$ cat src/drc_pkg.sv
package drc_pkg;
  // ==================================================
  // Configuration codes
  localparam logic [7:0] MULTI_KEY_INCHING = 8'h01;
  localparam logic [2:0] CMD_SRC_KEYPAD = 3'h0;
  localparam logic [2:0] CMD_SRC_TERM_ONE = 3'h1;
  localparam logic [5:0] FUNC_SPEED_UP = 6'h11;
  localparam logic [5:0] FUNC_SPEED_DOWN = 6'h12;
  localparam logic [5:0] FUNC_UD_CLEAR = 6'h14;
  localparam logic [5:0] FUNC_THREE_WIRE = 6'h0E;
  localparam logic UD_SAVE_ON = 1'b1;
  // ==================================================
  // Widths and timing
  localparam int FREQ_W = 16;
  localparam int NUM_TERM = 8;
  localparam logic [FREQ_W-1:0] FREQ_RESET = 16'h0000;
  localparam int CLK_HZ = 40000000;
  localparam int UD_STEP_TIME_US = 100;
  localparam int UD_STEP_CYCLES = (CLK_HZ / 1000000) * UD_STEP_TIME_US;
  localparam int MIN_INPUT_TIME_US = 1000;
  localparam int MIN_INPUT_CYCLES = (CLK_HZ / 1000000) * MIN_INPUT_TIME_US;
  // ==================================================
  // Types
  typedef enum logic [1:0] {
    DRC_DIR_STOP,
    DRC_DIR_FWD,
    DRC_DIR_REV
  } drc_dir_e;
  typedef enum logic [1:0] {
    DRC_RAMP_NORMAL,
    DRC_RAMP_INCH
  } drc_ramp_e;
endpackage : drc_pkg

$ cat src/drc_ud_if.sv
interface drc_ud_if;
  import drc_pkg::*;
  logic up;
  logic down;
  logic running;
  logic clear;
  logic save;
  logic [FREQ_W-1:0] maxFreq;
  logic [FREQ_W-1:0] freq;
  logic steady;
  modport ctrl (output up, output down, output running, output clear, output save,
    output maxFreq, input freq, input steady);
  modport core (input up, input down, input running, input clear, input save,
    input maxFreq, output freq, output steady);
endinterface : drc_ud_if

$ cat src/drc_updown.sv
module drc_updown #(
  parameter int STEP_CYCLES = drc_pkg::UD_STEP_CYCLES
) (
  input wire logic clk,
  input wire logic srst,
  drc_ud_if.core ud
);
  import drc_pkg::*;
  if (STEP_CYCLES < 1) begin : g_bad_step
    $error("STEP_CYCLES must be positive");
  end
  logic [31:0] stepCnt;
  logic [FREQ_W-1:0] live;
  logic [FREQ_W-1:0] stored;
  logic wasRun;
  logic tick;
  assign tick = (stepCnt == 32'(STEP_CYCLES - 1));
  // ==================================================
  // Step timer
  always_ff @(posedge clk) begin
    if (srst || tick) begin
      stepCnt <= '0;
    end else begin
      stepCnt <= stepCnt + 32'h1;
    end
  end
  // ==================================================
  // Live up/down frequency
  always_ff @(posedge clk) begin
    if (srst) begin
      live <= FREQ_RESET;
    end else if (ud.running && !wasRun && ud.save) begin
      live <= (stored > ud.maxFreq) ? ud.maxFreq : stored;
    end else if (ud.running && !wasRun) begin
      live <= FREQ_RESET;
    end else if (ud.running && tick && ud.up && !ud.down) begin
      live <= (live >= ud.maxFreq) ? ud.maxFreq : live + 16'h0001;
    end else if (ud.running && tick && ud.down && !ud.up) begin
      live <= (live == 16'h0000) ? 16'h0000 : live - 16'h0001;
    end else if (live > ud.maxFreq) begin
      live <= ud.maxFreq;
    end
  end
  // ==================================================
  // Retained frequency
  always_ff @(posedge clk) begin
    if (srst) begin
      stored <= FREQ_RESET;
      wasRun <= 1'b0;
    end else begin
      wasRun <= ud.running;
      if (ud.clear && (!ud.running || ud.steady)) begin
        stored <= FREQ_RESET;
      end else if (ud.save && wasRun && !ud.running && ud.steady) begin
        stored <= live;
      end
    end
  end
  assign ud.freq = live;
  assign ud.steady = !(ud.up ^ ud.down);
  stored_hold_a: assert property (@(posedge clk) disable iff (srst)
    !ud.save |=> stored == $past(stored) || stored == FREQ_RESET)
    else $error("stored frequency changed without save");
  clamp_max_a: assert property (@(posedge clk) disable iff (srst)
    $past(live) <= $past(ud.maxFreq) && ud.maxFreq == $past(ud.maxFreq)
    |-> live <= ud.maxFreq)
    else $error("up/down frequency above maximum");
  both_hold_a: assert property (@(posedge clk) disable iff (srst)
    ud.up && ud.down && wasRun && ud.running && $past(ud.running) && live <= ud.maxFreq
    |=> live == $past(live) || !ud.running)
    else $error("frequency moved with both inputs");
endmodule : drc_updown

$ cat src/drive_run_command_logic.sv
// Summary of operation
// - Keypad inching needs the multi-key function set to inching key.
// - Keypad inching also needs run command source set to keypad.
// - Multi key press toggles the inching armed indicator.
// - Armed inching with forward or reverse key held runs at inching frequency.
// - Releasing both keys during inching stops the drive.
// - Inching uses its own acceleration and deceleration times.
// - Terminal function 17 is speed-up, 18 is speed-down.
// - Speed-up with run command raises speed; release holds speed.
// - Speed-down during run lowers speed; release holds speed.
// - Both speed-up and speed-down active: no speed change.
// - Save mode stores steady frequency when run drops, trip or power fails.
// - On run return the stored up/down frequency is used again.
// - Function 20 clears stored frequency while stopped or at steady speed.
// - Command source one plus function 14 latches momentary run inputs.
// - Forward and reverse together stop the drive.
// - Inching overrides up/down and three-wire speeds.
module drive_run_command_logic #(
  parameter int NUM_TERM = drc_pkg::NUM_TERM,
  parameter int STEP_CYCLES = drc_pkg::UD_STEP_CYCLES
) (
  input wire logic clk,
  input wire logic srst,
  input wire logic [7:0] multiKeyFunction,
  input wire logic [2:0] cmdSource,
  input wire logic udSaveMode,
  input wire logic [NUM_TERM*6-1:0] inputTerminalFunction,
  input wire logic [NUM_TERM-1:0] terminalLevel,
  input wire logic multiKey,
  input wire logic forwardKey,
  input wire logic reverseKey,
  input wire logic forwardRunInput,
  input wire logic reverseRunInput,
  input wire logic trip,
  input wire logic powerFail,
  input wire logic [drc_pkg::FREQ_W-1:0] inchingFrequency,
  input wire logic [drc_pkg::FREQ_W-1:0] maxFrequency,
  input wire logic [15:0] inchingAccelTime,
  input wire logic [15:0] inchingDecelTime,
  input wire logic [15:0] normalAccelTime,
  input wire logic [15:0] normalDecelTime,
  output drc_pkg::drc_dir_e direction,
  output logic [drc_pkg::FREQ_W-1:0] targetFrequency,
  output logic [15:0] accelTime,
  output logic [15:0] decelTime,
  output drc_pkg::drc_ramp_e rampSel,
  output logic inchingIndicator
);
  import drc_pkg::*;
  if (NUM_TERM < 1 || NUM_TERM > 16) begin : g_bad_term
    $error("NUM_TERM out of range");
  end
  if (STEP_CYCLES < 1) begin : g_bad_step
    $error("STEP_CYCLES must be positive");
  end
  // ==================================================
  // Terminal function decode
  function automatic logic termActive(input logic [NUM_TERM*6-1:0] funcs,
      input logic [NUM_TERM-1:0] lvl, input logic [5:0] code);
    logic hit;
    hit = 1'b0;
    for (int i = 0; i < NUM_TERM; i++) begin
      if (funcs[i*6 +: 6] == code && lvl[i]) begin
        hit = 1'b1;
      end
    end
    return hit;
  endfunction : termActive
  function automatic logic termAssigned(input logic [NUM_TERM*6-1:0] funcs,
      input logic [5:0] code);
    logic hit;
    hit = 1'b0;
    for (int i = 0; i < NUM_TERM; i++) begin
      if (funcs[i*6 +: 6] == code) begin
        hit = 1'b1;
      end
    end
    return hit;
  endfunction : termAssigned
  logic speedUp;
  logic speedDown;
  logic udClear;
  logic threeWireStop;
  logic threeWireMode;
  logic inchAllowed;
  assign speedUp = termActive(inputTerminalFunction, terminalLevel, FUNC_SPEED_UP);
  assign speedDown = termActive(inputTerminalFunction, terminalLevel, FUNC_SPEED_DOWN);
  assign udClear = termActive(inputTerminalFunction, terminalLevel, FUNC_UD_CLEAR);
  assign threeWireStop = termActive(inputTerminalFunction, terminalLevel, FUNC_THREE_WIRE);
  assign threeWireMode = (cmdSource == CMD_SRC_TERM_ONE) &&
    termAssigned(inputTerminalFunction, FUNC_THREE_WIRE);
  assign inchAllowed = (multiKeyFunction == MULTI_KEY_INCHING) &&
    (cmdSource == CMD_SRC_KEYPAD);
  // ==================================================
  // Inching arm toggle
  logic multiKeyPrev;
  logic inchArmed;
  always_ff @(posedge clk) begin
    if (srst) begin
      multiKeyPrev <= 1'b0;
      inchArmed <= 1'b0;
    end else begin
      multiKeyPrev <= multiKey;
      if (!inchAllowed) begin
        inchArmed <= 1'b0;
      end else if (multiKey && !multiKeyPrev) begin
        inchArmed <= !inchArmed;
      end
    end
  end
  // ==================================================
  // Three-wire latch
  logic twFwd;
  logic twRev;
  always_ff @(posedge clk) begin
    if (srst) begin
      twFwd <= 1'b0;
      twRev <= 1'b0;
    end else if (!threeWireMode || !threeWireStop) begin
      twFwd <= 1'b0;
      twRev <= 1'b0;
    end else if (forwardRunInput && reverseRunInput) begin
      twFwd <= 1'b0;
      twRev <= 1'b0;
    end else if (forwardRunInput) begin
      twFwd <= 1'b1;
      twRev <= 1'b0;
    end else if (reverseRunInput) begin
      twFwd <= 1'b0;
      twRev <= 1'b1;
    end
  end
  // ==================================================
  // Run command resolution
  logic runFwd;
  logic runRev;
  logic running;
  logic inchFwd;
  logic inchRev;
  logic inching;
  always_comb begin
    if (threeWireMode) begin
      runFwd = twFwd;
      runRev = twRev;
    end else if (cmdSource == CMD_SRC_KEYPAD) begin
      runFwd = forwardKey;
      runRev = reverseKey;
    end else begin
      runFwd = forwardRunInput;
      runRev = reverseRunInput;
    end
  end
  assign running = (runFwd ^ runRev) && !trip && !powerFail;
  assign inchFwd = inchArmed && forwardKey && !reverseKey;
  assign inchRev = inchArmed && reverseKey && !forwardKey;
  assign inching = inchFwd || inchRev;
  // ==================================================
  // Up/down core
  drc_ud_if udBus ();
  assign udBus.up = speedUp;
  assign udBus.down = speedDown;
  assign udBus.running = running && !inchArmed;
  assign udBus.clear = udClear;
  assign udBus.save = (udSaveMode == UD_SAVE_ON);
  assign udBus.maxFreq = maxFrequency;
  drc_updown #(
    .STEP_CYCLES(STEP_CYCLES)
  ) u_updown (
    .clk(clk),
    .srst(srst),
    .ud(udBus)
  );
  // ==================================================
  // Output stage
  always_ff @(posedge clk) begin
    if (srst) begin
      direction <= DRC_DIR_STOP;
      targetFrequency <= FREQ_RESET;
      rampSel <= DRC_RAMP_NORMAL;
      accelTime <= 16'h0000;
      decelTime <= 16'h0000;
    end else if (inchArmed) begin
      rampSel <= DRC_RAMP_INCH;
      accelTime <= inchingAccelTime;
      decelTime <= inchingDecelTime;
      if (inching) begin
        direction <= inchFwd ? DRC_DIR_FWD : DRC_DIR_REV;
        targetFrequency <= inchingFrequency;
      end else begin
        direction <= DRC_DIR_STOP;
        targetFrequency <= FREQ_RESET;
      end
    end else begin
      rampSel <= DRC_RAMP_NORMAL;
      accelTime <= normalAccelTime;
      decelTime <= normalDecelTime;
      if (running) begin
        direction <= runFwd ? DRC_DIR_FWD : DRC_DIR_REV;
        targetFrequency <= udBus.freq;
      end else begin
        direction <= DRC_DIR_STOP;
        targetFrequency <= FREQ_RESET;
      end
    end
  end
  always_ff @(posedge clk) begin
    if (srst) begin
      inchingIndicator <= 1'b0;
    end else begin
      inchingIndicator <= inchArmed;
    end
  end
  // ==================================================
  // Checks
  inch_gate_a: assert property (@(posedge clk) disable iff (srst)
    multiKeyFunction != MULTI_KEY_INCHING |=> !inchArmed)
    else $error("inching armed without inching key setting");
  inch_src_a: assert property (@(posedge clk) disable iff (srst)
    cmdSource != CMD_SRC_KEYPAD |=> !inchArmed)
    else $error("inching armed without keypad source");
  toggle_a: assert property (@(posedge clk) disable iff (srst)
    inchAllowed && $rose(multiKey) && $past(inchAllowed) |=> inchArmed != $past(inchArmed))
    else $error("multi key did not toggle arming");
  inch_run_a: assert property (@(posedge clk) disable iff (srst)
    inchFwd |=> direction == DRC_DIR_FWD && targetFrequency == $past(inchingFrequency))
    else $error("inching forward not applied");
  inch_stop_a: assert property (@(posedge clk) disable iff (srst)
    inchArmed && !forwardKey && !reverseKey |=> direction == DRC_DIR_STOP)
    else $error("inching did not stop on key release");
  inch_ramp_a: assert property (@(posedge clk) disable iff (srst)
    inchArmed |=> accelTime == $past(inchingAccelTime) && rampSel == DRC_RAMP_INCH)
    else $error("inching ramp not selected");
  both_dir_a: assert property (@(posedge clk) disable iff (srst)
    !inchArmed && runFwd && runRev |=> direction == DRC_DIR_STOP)
    else $error("both directions did not stop");
  tw_clear_a: assert property (@(posedge clk) disable iff (srst)
    threeWireMode && !threeWireStop |=> !twFwd && !twRev)
    else $error("three-wire latch not cleared by stop");
  tw_latch_a: assert property (@(posedge clk) disable iff (srst)
    threeWireMode && threeWireStop && forwardRunInput && !reverseRunInput
    ##1 threeWireMode && threeWireStop && !forwardRunInput && !reverseRunInput |-> twFwd)
    else $error("three-wire forward not latched");
  ind_follow_a: assert property (@(posedge clk) disable iff (srst)
    1'b1 |=> inchingIndicator == $past(inchArmed))
    else $error("indicator does not follow arming");
  arm_hold_a: assert property (@(posedge clk) disable iff (srst)
    inchAllowed && !(multiKey && !multiKeyPrev) |=> inchArmed == $past(inchArmed))
    else $error("arming changed without multi key");
  inch_rev_a: assert property (@(posedge clk) disable iff (srst)
    inchRev |=> direction == DRC_DIR_REV && targetFrequency == $past(inchingFrequency))
    else $error("inching reverse not applied");
  inch_dec_a: assert property (@(posedge clk) disable iff (srst)
    inchArmed |=> decelTime == $past(inchingDecelTime))
    else $error("inching deceleration time not selected");
  norm_ramp_a: assert property (@(posedge clk) disable iff (srst)
    !inchArmed |=> rampSel == DRC_RAMP_NORMAL && accelTime == $past(normalAccelTime)
    && decelTime == $past(normalDecelTime))
    else $error("normal ramp not selected");
  inch_prio_a: assert property (@(posedge clk) disable iff (srst)
    inching && (speedUp || speedDown) |=> targetFrequency == $past(inchingFrequency))
    else $error("up/down overrode inching");
  ud_follow_a: assert property (@(posedge clk) disable iff (srst)
    !inchArmed && running |=> targetFrequency == $past(udBus.freq))
    else $error("target does not follow up/down frequency");
  run_stop_a: assert property (@(posedge clk) disable iff (srst)
    !inchArmed && !running |=> direction == DRC_DIR_STOP && targetFrequency == FREQ_RESET)
    else $error("drive not stopped without run command");
  fault_stop_a: assert property (@(posedge clk) disable iff (srst)
    !inchArmed && (trip || powerFail) |=> direction == DRC_DIR_STOP)
    else $error("drive not stopped on trip or power failure");
  ud_hold_a: assert property (@(posedge clk) disable iff (srst)
    udBus.running && $past(udBus.running) && !$past(srst) && !speedUp && !speedDown
    && udBus.freq <= maxFrequency |=> udBus.freq == $past(udBus.freq))
    else $error("up/down frequency moved with inputs released");
  ud_up_a: assert property (@(posedge clk) disable iff (srst)
    udBus.running && $past(udBus.running) && !$past(srst) && speedUp && !speedDown
    && udBus.freq <= maxFrequency |=> udBus.freq == $past(udBus.freq)
    || udBus.freq == $past(udBus.freq) + 16'h0001)
    else $error("speed-up moved frequency wrongly");
  ud_down_a: assert property (@(posedge clk) disable iff (srst)
    udBus.running && $past(udBus.running) && !$past(srst) && speedDown && !speedUp
    && udBus.freq <= maxFrequency |=> udBus.freq == $past(udBus.freq)
    || udBus.freq == $past(udBus.freq) - 16'h0001)
    else $error("speed-down moved frequency wrongly");
  ud_both_a: assert property (@(posedge clk) disable iff (srst)
    udBus.running && $past(udBus.running) && !$past(srst) && speedUp && speedDown
    && udBus.freq <= maxFrequency |=> udBus.freq == $past(udBus.freq))
    else $error("frequency moved with both inputs active");
  tw_rev_a: assert property (@(posedge clk) disable iff (srst)
    threeWireMode && threeWireStop && reverseRunInput && !forwardRunInput
    ##1 threeWireMode && threeWireStop && !forwardRunInput && !reverseRunInput |-> twRev)
    else $error("three-wire reverse not latched");
  tw_both_a: assert property (@(posedge clk) disable iff (srst)
    threeWireMode && threeWireStop && forwardRunInput && reverseRunInput |=> !twFwd && !twRev)
    else $error("three-wire latch kept with both inputs");
  tw_hold_a: assert property (@(posedge clk) disable iff (srst)
    threeWireMode && threeWireStop && !forwardRunInput && !reverseRunInput
    |=> twFwd == $past(twFwd) && twRev == $past(twRev))
    else $error("three-wire latch changed without input");
  tw_off_a: assert property (@(posedge clk) disable iff (srst)
    !threeWireMode |=> !twFwd && !twRev)
    else $error("three-wire latch set outside three-wire mode");
  tw_dir_a: assert property (@(posedge clk) disable iff (srst)
    threeWireMode && twFwd && !twRev && !inchArmed && !trip && !powerFail
    |=> direction == DRC_DIR_FWD)
    else $error("latched forward run not applied");
endmodule : drive_run_command_logic

$ cat config.mk
export PLATFORM = sky130hd
export DESIGN_NAME = drive_run_command_logic
export DESIGN_NICKNAME = d
export VERILOG_FILES = /design/src/drc_pkg.sv /design/src/drc_ud_if.sv /design/src/drc_updown.sv /design/src/drive_run_command_logic.sv
export SDC_FILE = /design/constraint.sdc
export NUM_CORES = 1
export LEC_CHECK = 0
export ABC_AREA = 1
export BUFFER_PORTS_ARGS = -buffer_cell sky130_fd_sc_hd__clkbuf_2
export CELL_PAD_IN_SITES_DETAIL_PLACEMENT = 2
export CELL_PAD_IN_SITES_GLOBAL_PLACEMENT = 2
export CORE_MARGIN = 3
export CORE_UTILIZATION = 25
export DETAILED_ROUTE_END_ITERATION = 12
export GPL_TIMING_DRIVEN = 0
export PLACE_DENSITY_LB_ADDON = 0.12
export SLEW_MARGIN = 20
export SYNTH_ARGS = -nofsm -noshare
export SYNTH_HDL_FRONTEND = slang
export SYNTH_HIERARCHICAL = 1
export SYNTH_SLANG_ARGS = --single-unit
$ cat constraint.sdc
create_clock -name clk -period 2.66 [get_ports clk]
set_clock_uncertainty 0.15 [all_clocks]
set_input_delay 0.266 -clock clk [delete_from_list [all_inputs] [get_ports clk]]
set_output_delay 0.266 -clock clk [all_outputs]
set_load 0.1 [all_outputs]
After elaboration in Yosys (flattened, before gate mapping). Cells that the tools add are included.

$add $sub $neg: 3. $mul: 0. Div/mod/pow operators: 0. Magnitude comparators: 3. Equality and inequality tests: 35. Shift-type cells: 0. Muxes and demuxes: 65. Bitwise operators: 3. Reduce and logical (&&, ||, !) cells: 79.

Operators by type and width (number): two-way mux 16 bit (13); equality test 6 x 5 -> 1 bit, second input constant (24); logical AND 1 bit (54); equality test 6 x 4 -> 1 bit, second input constant (8); two-way mux 1 bit (47); adder 32 x 1 -> 32 bit, second input constant (1); equality test 32 x 12 -> 1 bit, second input constant (1); greater-than comparator 16 bit (2); adder 16 x 1 -> 16 bit, second input constant (1); greater-or-equal comparator 16 bit (1); logical NOT 16 bit (1); subtractor 16 x 1 -> 16 bit, second input constant (1); logical NOT 1 bit (13); two-way mux 2 bit (5); equality test 8 x 1 -> 1 bit, second input constant (1); nonzero test 5 bit (1); logical OR 1 bit (4); OR reduction 2 bit (2); OR reduction 4 bit (1); equality test 3 x 1 -> 1 bit, second input constant (1); logical NOT 3 bit (1); OR reduction 3 bit (1); nonzero test 2 bit (1); XOR 1 bit (2); inverter 1 bit (1).

Bits in registers: 122. Bits in latches: 0. Bits in writable memories: 0. Memory bits (read-only): 0. Input bits: 173. Word-level logic and storage cells: 202. Memories kept: 0.

Logic depth before layout (Yosys ltp).
Depth in word-level cells: 22. Gate-level depth with buffers: 22. Gate-level depth less buffers: 19.

Modules after synthesis. Netlist, hierarchy kept.

Modules (own cells, without submodules): drc_updown (times used 1, cells each 1000, area each 5836.8 um^2, seq. area each 1301.2 um^2); drive_run_command_logic (times used 1, cells each 416, area each 2817.7 um^2, seq. area each 1101.1 um^2).

Worst setup path after synthesis. Ideal clock, no wire load.

Path kind: input to register. From: input port inputTerminalFunction[24]. To: register u_updown.live[10] (netlist: u_updown/ud.freq[10]). Arrival time: 2467 ps. Required time: 2440 ps. Setup slack: -27 ps. Stages on the path: 22. Path buffers: 3. Cells stage by stage: inv_1 -> nand2_1 -> nor2_2 -> nand2_1 -> nand2_1 -> nor2_1 -> nand2_2 -> nand2_4 -> nand2_1 -> nand2_2 -> nand2_4 -> buf_6 -> and3_1 -> inv_2 -> or2_1 -> buf_4 -> nor2_4 -> buf_4 -> nand2_1 -> nor2_1 -> nor2_1 -> a21oi_1.

Cells in the longest elaborated chain, start to end: 18. Elaborated cells between the ends (all ways): 38.

Ends and longest elaborated chain: start: declaration (RTL line drive_run_command_logic.sv:27) `input wire logic [NUM_TERM*6-1:0] inputTerminalFunction,`; equality test 6 x 4 -> 1 bit * (RTL line drive_run_command_logic.sv:74) `if (funcs[i*6 +: 6] == code) begin`; two-way mux 1 bit * (4 in series) (RTL line drive_run_command_logic.sv:74); logical AND 1 bit * (RTL line drive_run_command_logic.sv:90) `assign threeWireMode = (cmdSource == CMD_SRC_TERM_ONE) &&`; two-way mux 1 bit (RTL line drive_run_command_logic.sv:142) `if (threeWireMode) begin`; XOR 1 bit * (RTL line drive_run_command_logic.sv:153) `assign running = (runFwd ^ runRev) && !trip && !powerFail;`; logical AND 1 bit * (2 in series) (RTL line drive_run_command_logic.sv:153); logical AND 1 bit * (RTL line drive_run_command_logic.sv:162) `assign udBus.running = running && !inchArmed;`; via udBus.running (RTL line drc_ud_if.sv:5) `logic running;`; logical AND 1 bit (RTL line drc_updown.sv:36, drc_updown.sv:38); logical AND 1 bit (2 in series) (RTL line drc_updown.sv:38) `end else if (ud.running && tick && ud.down && !ud.up) begin`; two-way mux 16 bit (RTL line drc_updown.sv:38); two-way mux 16 bit (RTL line drc_updown.sv:36) `end else if (ud.running && tick && ud.up && !ud.down) begin`; two-way mux 16 bit (RTL line drc_updown.sv:34) `end else if (ud.running && !wasRun) begin`; two-way mux 16 bit (RTL line drc_updown.sv:32) `end else if (ud.running && !wasRun && ud.save) begin`; end signal: assignment (RTL line drc_updown.sv:33) `live <= (stored > ud.maxFreq) ? ud.maxFreq : stored;`; end signal: assignment (RTL line drc_updown.sv:37) `live <= (live >= ud.maxFreq) ? ud.maxFreq : live + 16'h0001;`; end signal: assignment (RTL line drc_updown.sv:39) `live <= (live == 16'h0000) ? 16'h0000 : live - 16'h0001;`; end: declaration (RTL line drc_updown.sv:13) `logic [FREQ_W-1:0] live;`.

Mark *: on every way through the listed nets, which the timed path passes. The rest lies on a longest branch. A chain may end at the register's enable or synchronous reset.

Worst setup path after layout.
From: register inchArmed. To: register u_updown.live[14] (netlist: u_updown/ud.freq[14]).

Cells in the longest elaborated chain, start to end: 9. Elaborated cells between the ends (all ways): 14.

Ends and longest elaborated chain: start: declaration (RTL line drive_run_command_logic.sv:97) `logic inchArmed;`; start signal: assignment (RTL line drive_run_command_logic.sv:107) `inchArmed <= !inchArmed;`; logical NOT 1 bit * (RTL line drive_run_command_logic.sv:162); logical AND 1 bit * (RTL line drive_run_command_logic.sv:162); via udBus.running (RTL line drc_ud_if.sv:5); logical AND 1 bit (RTL line drc_updown.sv:36, drc_updown.sv:38); logical AND 1 bit (2 in series) (RTL line drc_updown.sv:38); two-way mux 16 bit (RTL line drc_updown.sv:38); two-way mux 16 bit (RTL line drc_updown.sv:36); two-way mux 16 bit (RTL line drc_updown.sv:34); two-way mux 16 bit (RTL line drc_updown.sv:32).

Marks and branches as above.

==> results_dict.tcl <==
set metrics [dict create \
    status "completed" \
    cts.root.buffer_cell "sky130_fd_sc_hd__clkbuf_16" \
    ioPinCount 226 \
    preCtsSetupSlack_ns -0.836 \
    grt_overflow 0 \
    synth_largest_type_area_fraction_pct 27.8 \
    route.final.wire_length_mm 46.2 \
    antenna_cells 0 \
    groute.usage.overall_pct 24.3 \
    slew_headroom_pct 43.4 \
    detailedRoute.firstPassIterationCount 5 \
    finalCoreUtilization_pct 36.3 \
    clock_tree.htree_level_count 4 \
    clock_sinks 120 \
    power.clock.fraction_pct 35.0 \
    powerDensity_nw_per_um2 572 \
    synth_cells 1416 \
    ys.warnings.count 6 \
    drv.max_cap_violation_count 0 \
    setup.reg_to_reg.worst_slack_ns 0.09 \
    synth_cell_types 51 \
    achievable-frequency_mhz 389 \
    clock_pin_transition_on_the_worst_setup_and_hold_timing_paths_ns 0.06 \
    grt_max_degree 17 \
    drt_iter0_drc 402 \
    clk_path_buf_depth 2 \
    worst_setup_path_end_kind "flip-flop" \
    synth.ff_latch_count 120 \
    tritoncts "built" \
    cp-start-kind "flip-flop" \
    clk-insertion-delay-late_ns 0.44 \
    min_period_ns 2.57 \
    synth_sequential_area_ratio_pct 27.8 \
    post_drt_via_cell_ratio 4.91 \
    synthArstFlopShare_pct 0 \
    pwr-share-seq_pct 29.5 \
    postSynth.topFlopCell "sky130_fd_sc_hd__dfxtp_1" \
    timing.hold.worst.class "in2reg" \
    numCtsBuffers 17 \
    combPwrFrac_pct 35.5 \
    fin_cells 2237 \
    critical_path_class "reg2reg" \
    drv_slew 0 \
    count_of_flip_flops_with_a_built_in_enable_after_synthesis 0 \
    power.static_leakage_nw 5.94 \
    report.final.hold_viol_count 0 \
    layout-area-overhead-vs-synth_pct 42.1 \
    fill_cells 4200 \
    floorplan_die_area_um2 36900 \
    gpl.final_weighted_congestion 0.853 \
    timing.final.ws_setup_ns 0.0873 \
    actual_slew_at_the_worst_max_slew_pin_ns 0.828 \
    first_global_vias 11827 \
    syn-cell-area_um2 8650 \
    core.rowCount 67 \
    finish.net_count 1988 \
    layout.cells.most_common_list "337 x sky130_fd_sc_hd__nand2_1, 231 x sky130_fd_sc_hd__clkbuf_2, 230 x sky130_fd_sc_hd__nor2_1, 136 x sky130_fd_sc_hd__inv_1, 115 x sky130_fd_sc_hd__dfxtp_1" \
    drive_gt1_share_pct 22.2 \
    final_number_of_setup_violating_endpoints 0 \
    dp.cells 2088 \
    final_antenna_net_count 0 \
    floorplan.die.height_um 192 \
    design.core.area_um2 33900 \
    layout_worst_path_cycle_share_pct 96.7 \
    detailedPlacementHpwl_mm 33.4 \
    rsz0062_at_grt "true" \
    number_of_antenna_violations_at_the_first_check_in_global_routing 0 \
    first_pass_grt_wire_length_mm 68.4 \
    swShare_pct 39.5 \
    initial_utilization_pct 25.6 \
    synth_fp_nets 1625 \
    port_buffer_cells 224 \
    yosys-top-cells-area "sky130_fd_sc_hd__dfxtp_1 28%, sky130_fd_sc_hd__nand2_1 15%, sky130_fd_sc_hd__nor2_1 10%, sky130_fd_sc_hd__nand3_1 6.6%, sky130_fd_sc_hd__inv_1 6.0%" \
    die_width_um 192 \
    post_synth_top_area_cell "sky130_fd_sc_hd__dfxtp_1" \
    power.switching_mw 2.78 \
    irDropWorstVdd_mv 0.512 \
    detailroute.via_count 10983 \
    arrival_ns 2.78 \
    worst_ep_required_time_ns 2.86 \
    syn-mean-instance-area_um2 6.11 \
    largest_fanout_on_the_critical_path 10 \
    p_int_mw 4.25 \
    wl_per_cell_um 20.7 \
    drc 0 \
    layout_commonest_cell "sky130_fd_sc_hd__nand2_1" \
]
-- sequential cells by signal (all words and copies together) (netlist names) --
name and cells:
u_updown/stored 16, targetFrequency 16, u_updown/ud.freq 16, u_updown/stepCnt 32, multiKeyPrev 1, inchArmed 1, decelTime 16, inchingIndicator 1
twRev 1, direction 2, u_updown/wasRun 1, accelTime 16, twFwd 1
-- critical path, stage by stage (launching register included) --
cell and delay, ns:
sky130_fd_sc_hd__dfxtp_1 0.30, sky130_fd_sc_hd__buf_2 0.20, sky130_fd_sc_hd__nor3_4 0.22, sky130_fd_sc_hd__buf_6 0.18
sky130_fd_sc_hd__and3_4 0.23, sky130_fd_sc_hd__inv_2 0.06, sky130_fd_sc_hd__or2_1 0.22, sky130_fd_sc_hd__buf_6 0.16
sky130_fd_sc_hd__nor2_4 0.17, sky130_fd_sc_hd__buf_6 0.15, sky130_fd_sc_hd__nand2_1 0.05, sky130_fd_sc_hd__nor2_1 0.14
sky130_fd_sc_hd__nor2_1 0.08, sky130_fd_sc_hd__a21oi_1 0.15
-- power by group through the flow --
stage | registers (mW) | logic, mW | clock network, mW
3_3_place_gp | 2.09 | 2.17 | 0
6_report | 2.07 | 2.50 | 2.46
2_1_floorplan | 2.24 | 1.26 | 0
5_1_grt | 2.08 | 2.77 | 2.60
3_5_place_dp | 2.10 | 2.22 | 0
4_1_cts | 2.06 | 2.39 | 2.51
-- cells by family (layout without fill, tap and decap cells) --
family | count (synthesis) | after routing | share of synthesized area [%]
simple gates | 848 | 848 | 43.7
buf+inv | 208 | 581 | 9.85
compound gates | 180 | 180 | 11.1
flops | 120 | 120 | 27.8
fa+ha+maj | 36 | 36 | 5.20
xor+xnor | 22 | 22 | 2.23
other cells | 1 | 1 | 0.0433
mux | 1 | 1 | 0.130
-- what timing repair did --
| item | 4_1_cts | 5_1_grt |
|---|---|---|
| buffers inserted | 11 | 20 |
| endpoints found under the hold margin | 54 | 0 |
| pin swaps | 8 | 16 |
| gates resized for setup | 24 | 57 |
| cloned | 0 | 1 |
| hold buffers | 90 | 0 |
| setup endpoints to repair | 32 | 33 |
-- final timing paths --
path                             from                   end  depth (start not counted)
setup reg to reg            inchArmed  u_updown/ud.freq[14]                         13
setup / recovery            inchArmed  u_updown/ud.freq[14]                         13
hold reg to reg   u_updown/stepCnt[0]   u_updown/stepCnt[0]                          1
hold / removal                   srst       u_updown/wasRun                          2
-- routing by layer --
layer	GRT usage, %	part of all wire, %	up-vias
li1	-	-	5351
met1	29.0	42	5399
met2	45.2	52	186
met3	3.71	3.5	47
met4	6.11	1.8	0
met5	0	0	-
-- cells in the mapped netlist, types with 2 or more instances --
| library cell | count |
|---|---|
| sky130_fd_sc_hd__nand3_1 | 114 |
| sky130_fd_sc_hd__inv_2 | 13 |
| sky130_fd_sc_hd__ha_1 | 36 |
| sky130_fd_sc_hd__nor3_1 | 32 |
| sky130_fd_sc_hd__nor4_1 | 9 |
| sky130_fd_sc_hd__buf_4 | 4 |
| sky130_fd_sc_hd__xor2_1 | 19 |
| sky130_fd_sc_hd__a21oi_1 | 86 |
| sky130_fd_sc_hd__nor2_1 | 240 |
| sky130_fd_sc_hd__nand2_4 | 3 |
| sky130_fd_sc_hd__a21oi_2 | 3 |
| sky130_fd_sc_hd__clkbuf_1 | 32 |
| sky130_fd_sc_hd__or2_2 | 2 |
| sky130_fd_sc_hd__nand3b_1 | 7 |
| sky130_fd_sc_hd__a21o_1 | 2 |
| sky130_fd_sc_hd__nor2_4 | 4 |
| sky130_fd_sc_hd__dfxtp_1 | 120 |
| sky130_fd_sc_hd__o21ai_1 | 11 |
| sky130_fd_sc_hd__or2_1 | 3 |
| sky130_fd_sc_hd__nand2_1 | 345 |
| sky130_fd_sc_hd__buf_2 | 9 |
| sky130_fd_sc_hd__o2111ai_1 | 3 |
| sky130_fd_sc_hd__nand4_1 | 60 |
| sky130_fd_sc_hd__nor3b_1 | 2 |
| sky130_fd_sc_hd__nor3_4 | 3 |
| sky130_fd_sc_hd__buf_6 | 4 |
| sky130_fd_sc_hd__nand2_2 | 7 |
| sky130_fd_sc_hd__xnor2_1 | 3 |
| sky130_fd_sc_hd__buf_1 | 4 |
| sky130_fd_sc_hd__nand3_2 | 4 |
| sky130_fd_sc_hd__o21ai_0 | 65 |
| sky130_fd_sc_hd__nor2_2 | 8 |
| sky130_fd_sc_hd__o21a_1 | 4 |
| sky130_fd_sc_hd__inv_1 | 138 |
-- metrics by stage --
stage               area [um^2]  setup TNS [ns]  hold WS, ns  power (mW)
floorplan                  8660               0        0.188        3.50
global placement          10300          -21.59        0.296        4.27
detailed placement        10300          -23.39        0.308        4.32
CTS                       12000               0       0.0408        6.96
global route              12300          -0.407       0.0374        7.44
finish                    12300               0       0.0421        7.03
-- layout make-up --
class                           instances  area [um^2]  share of cell area, %
Buffer                                 53          290                   2.36
Inverter                              153          581                   4.72
Tap cell                              448          561                   4.56
Multi-Input combinational cell       1088         5550                   45.1
Sequential cell                       120         2410                   19.6
Clock inverter                          8          121                  0.987
Timing Repair Buffer                  346         2320                   18.9
Clock buffer                           21          470                   3.83
(Power assumes the default switching activity.)
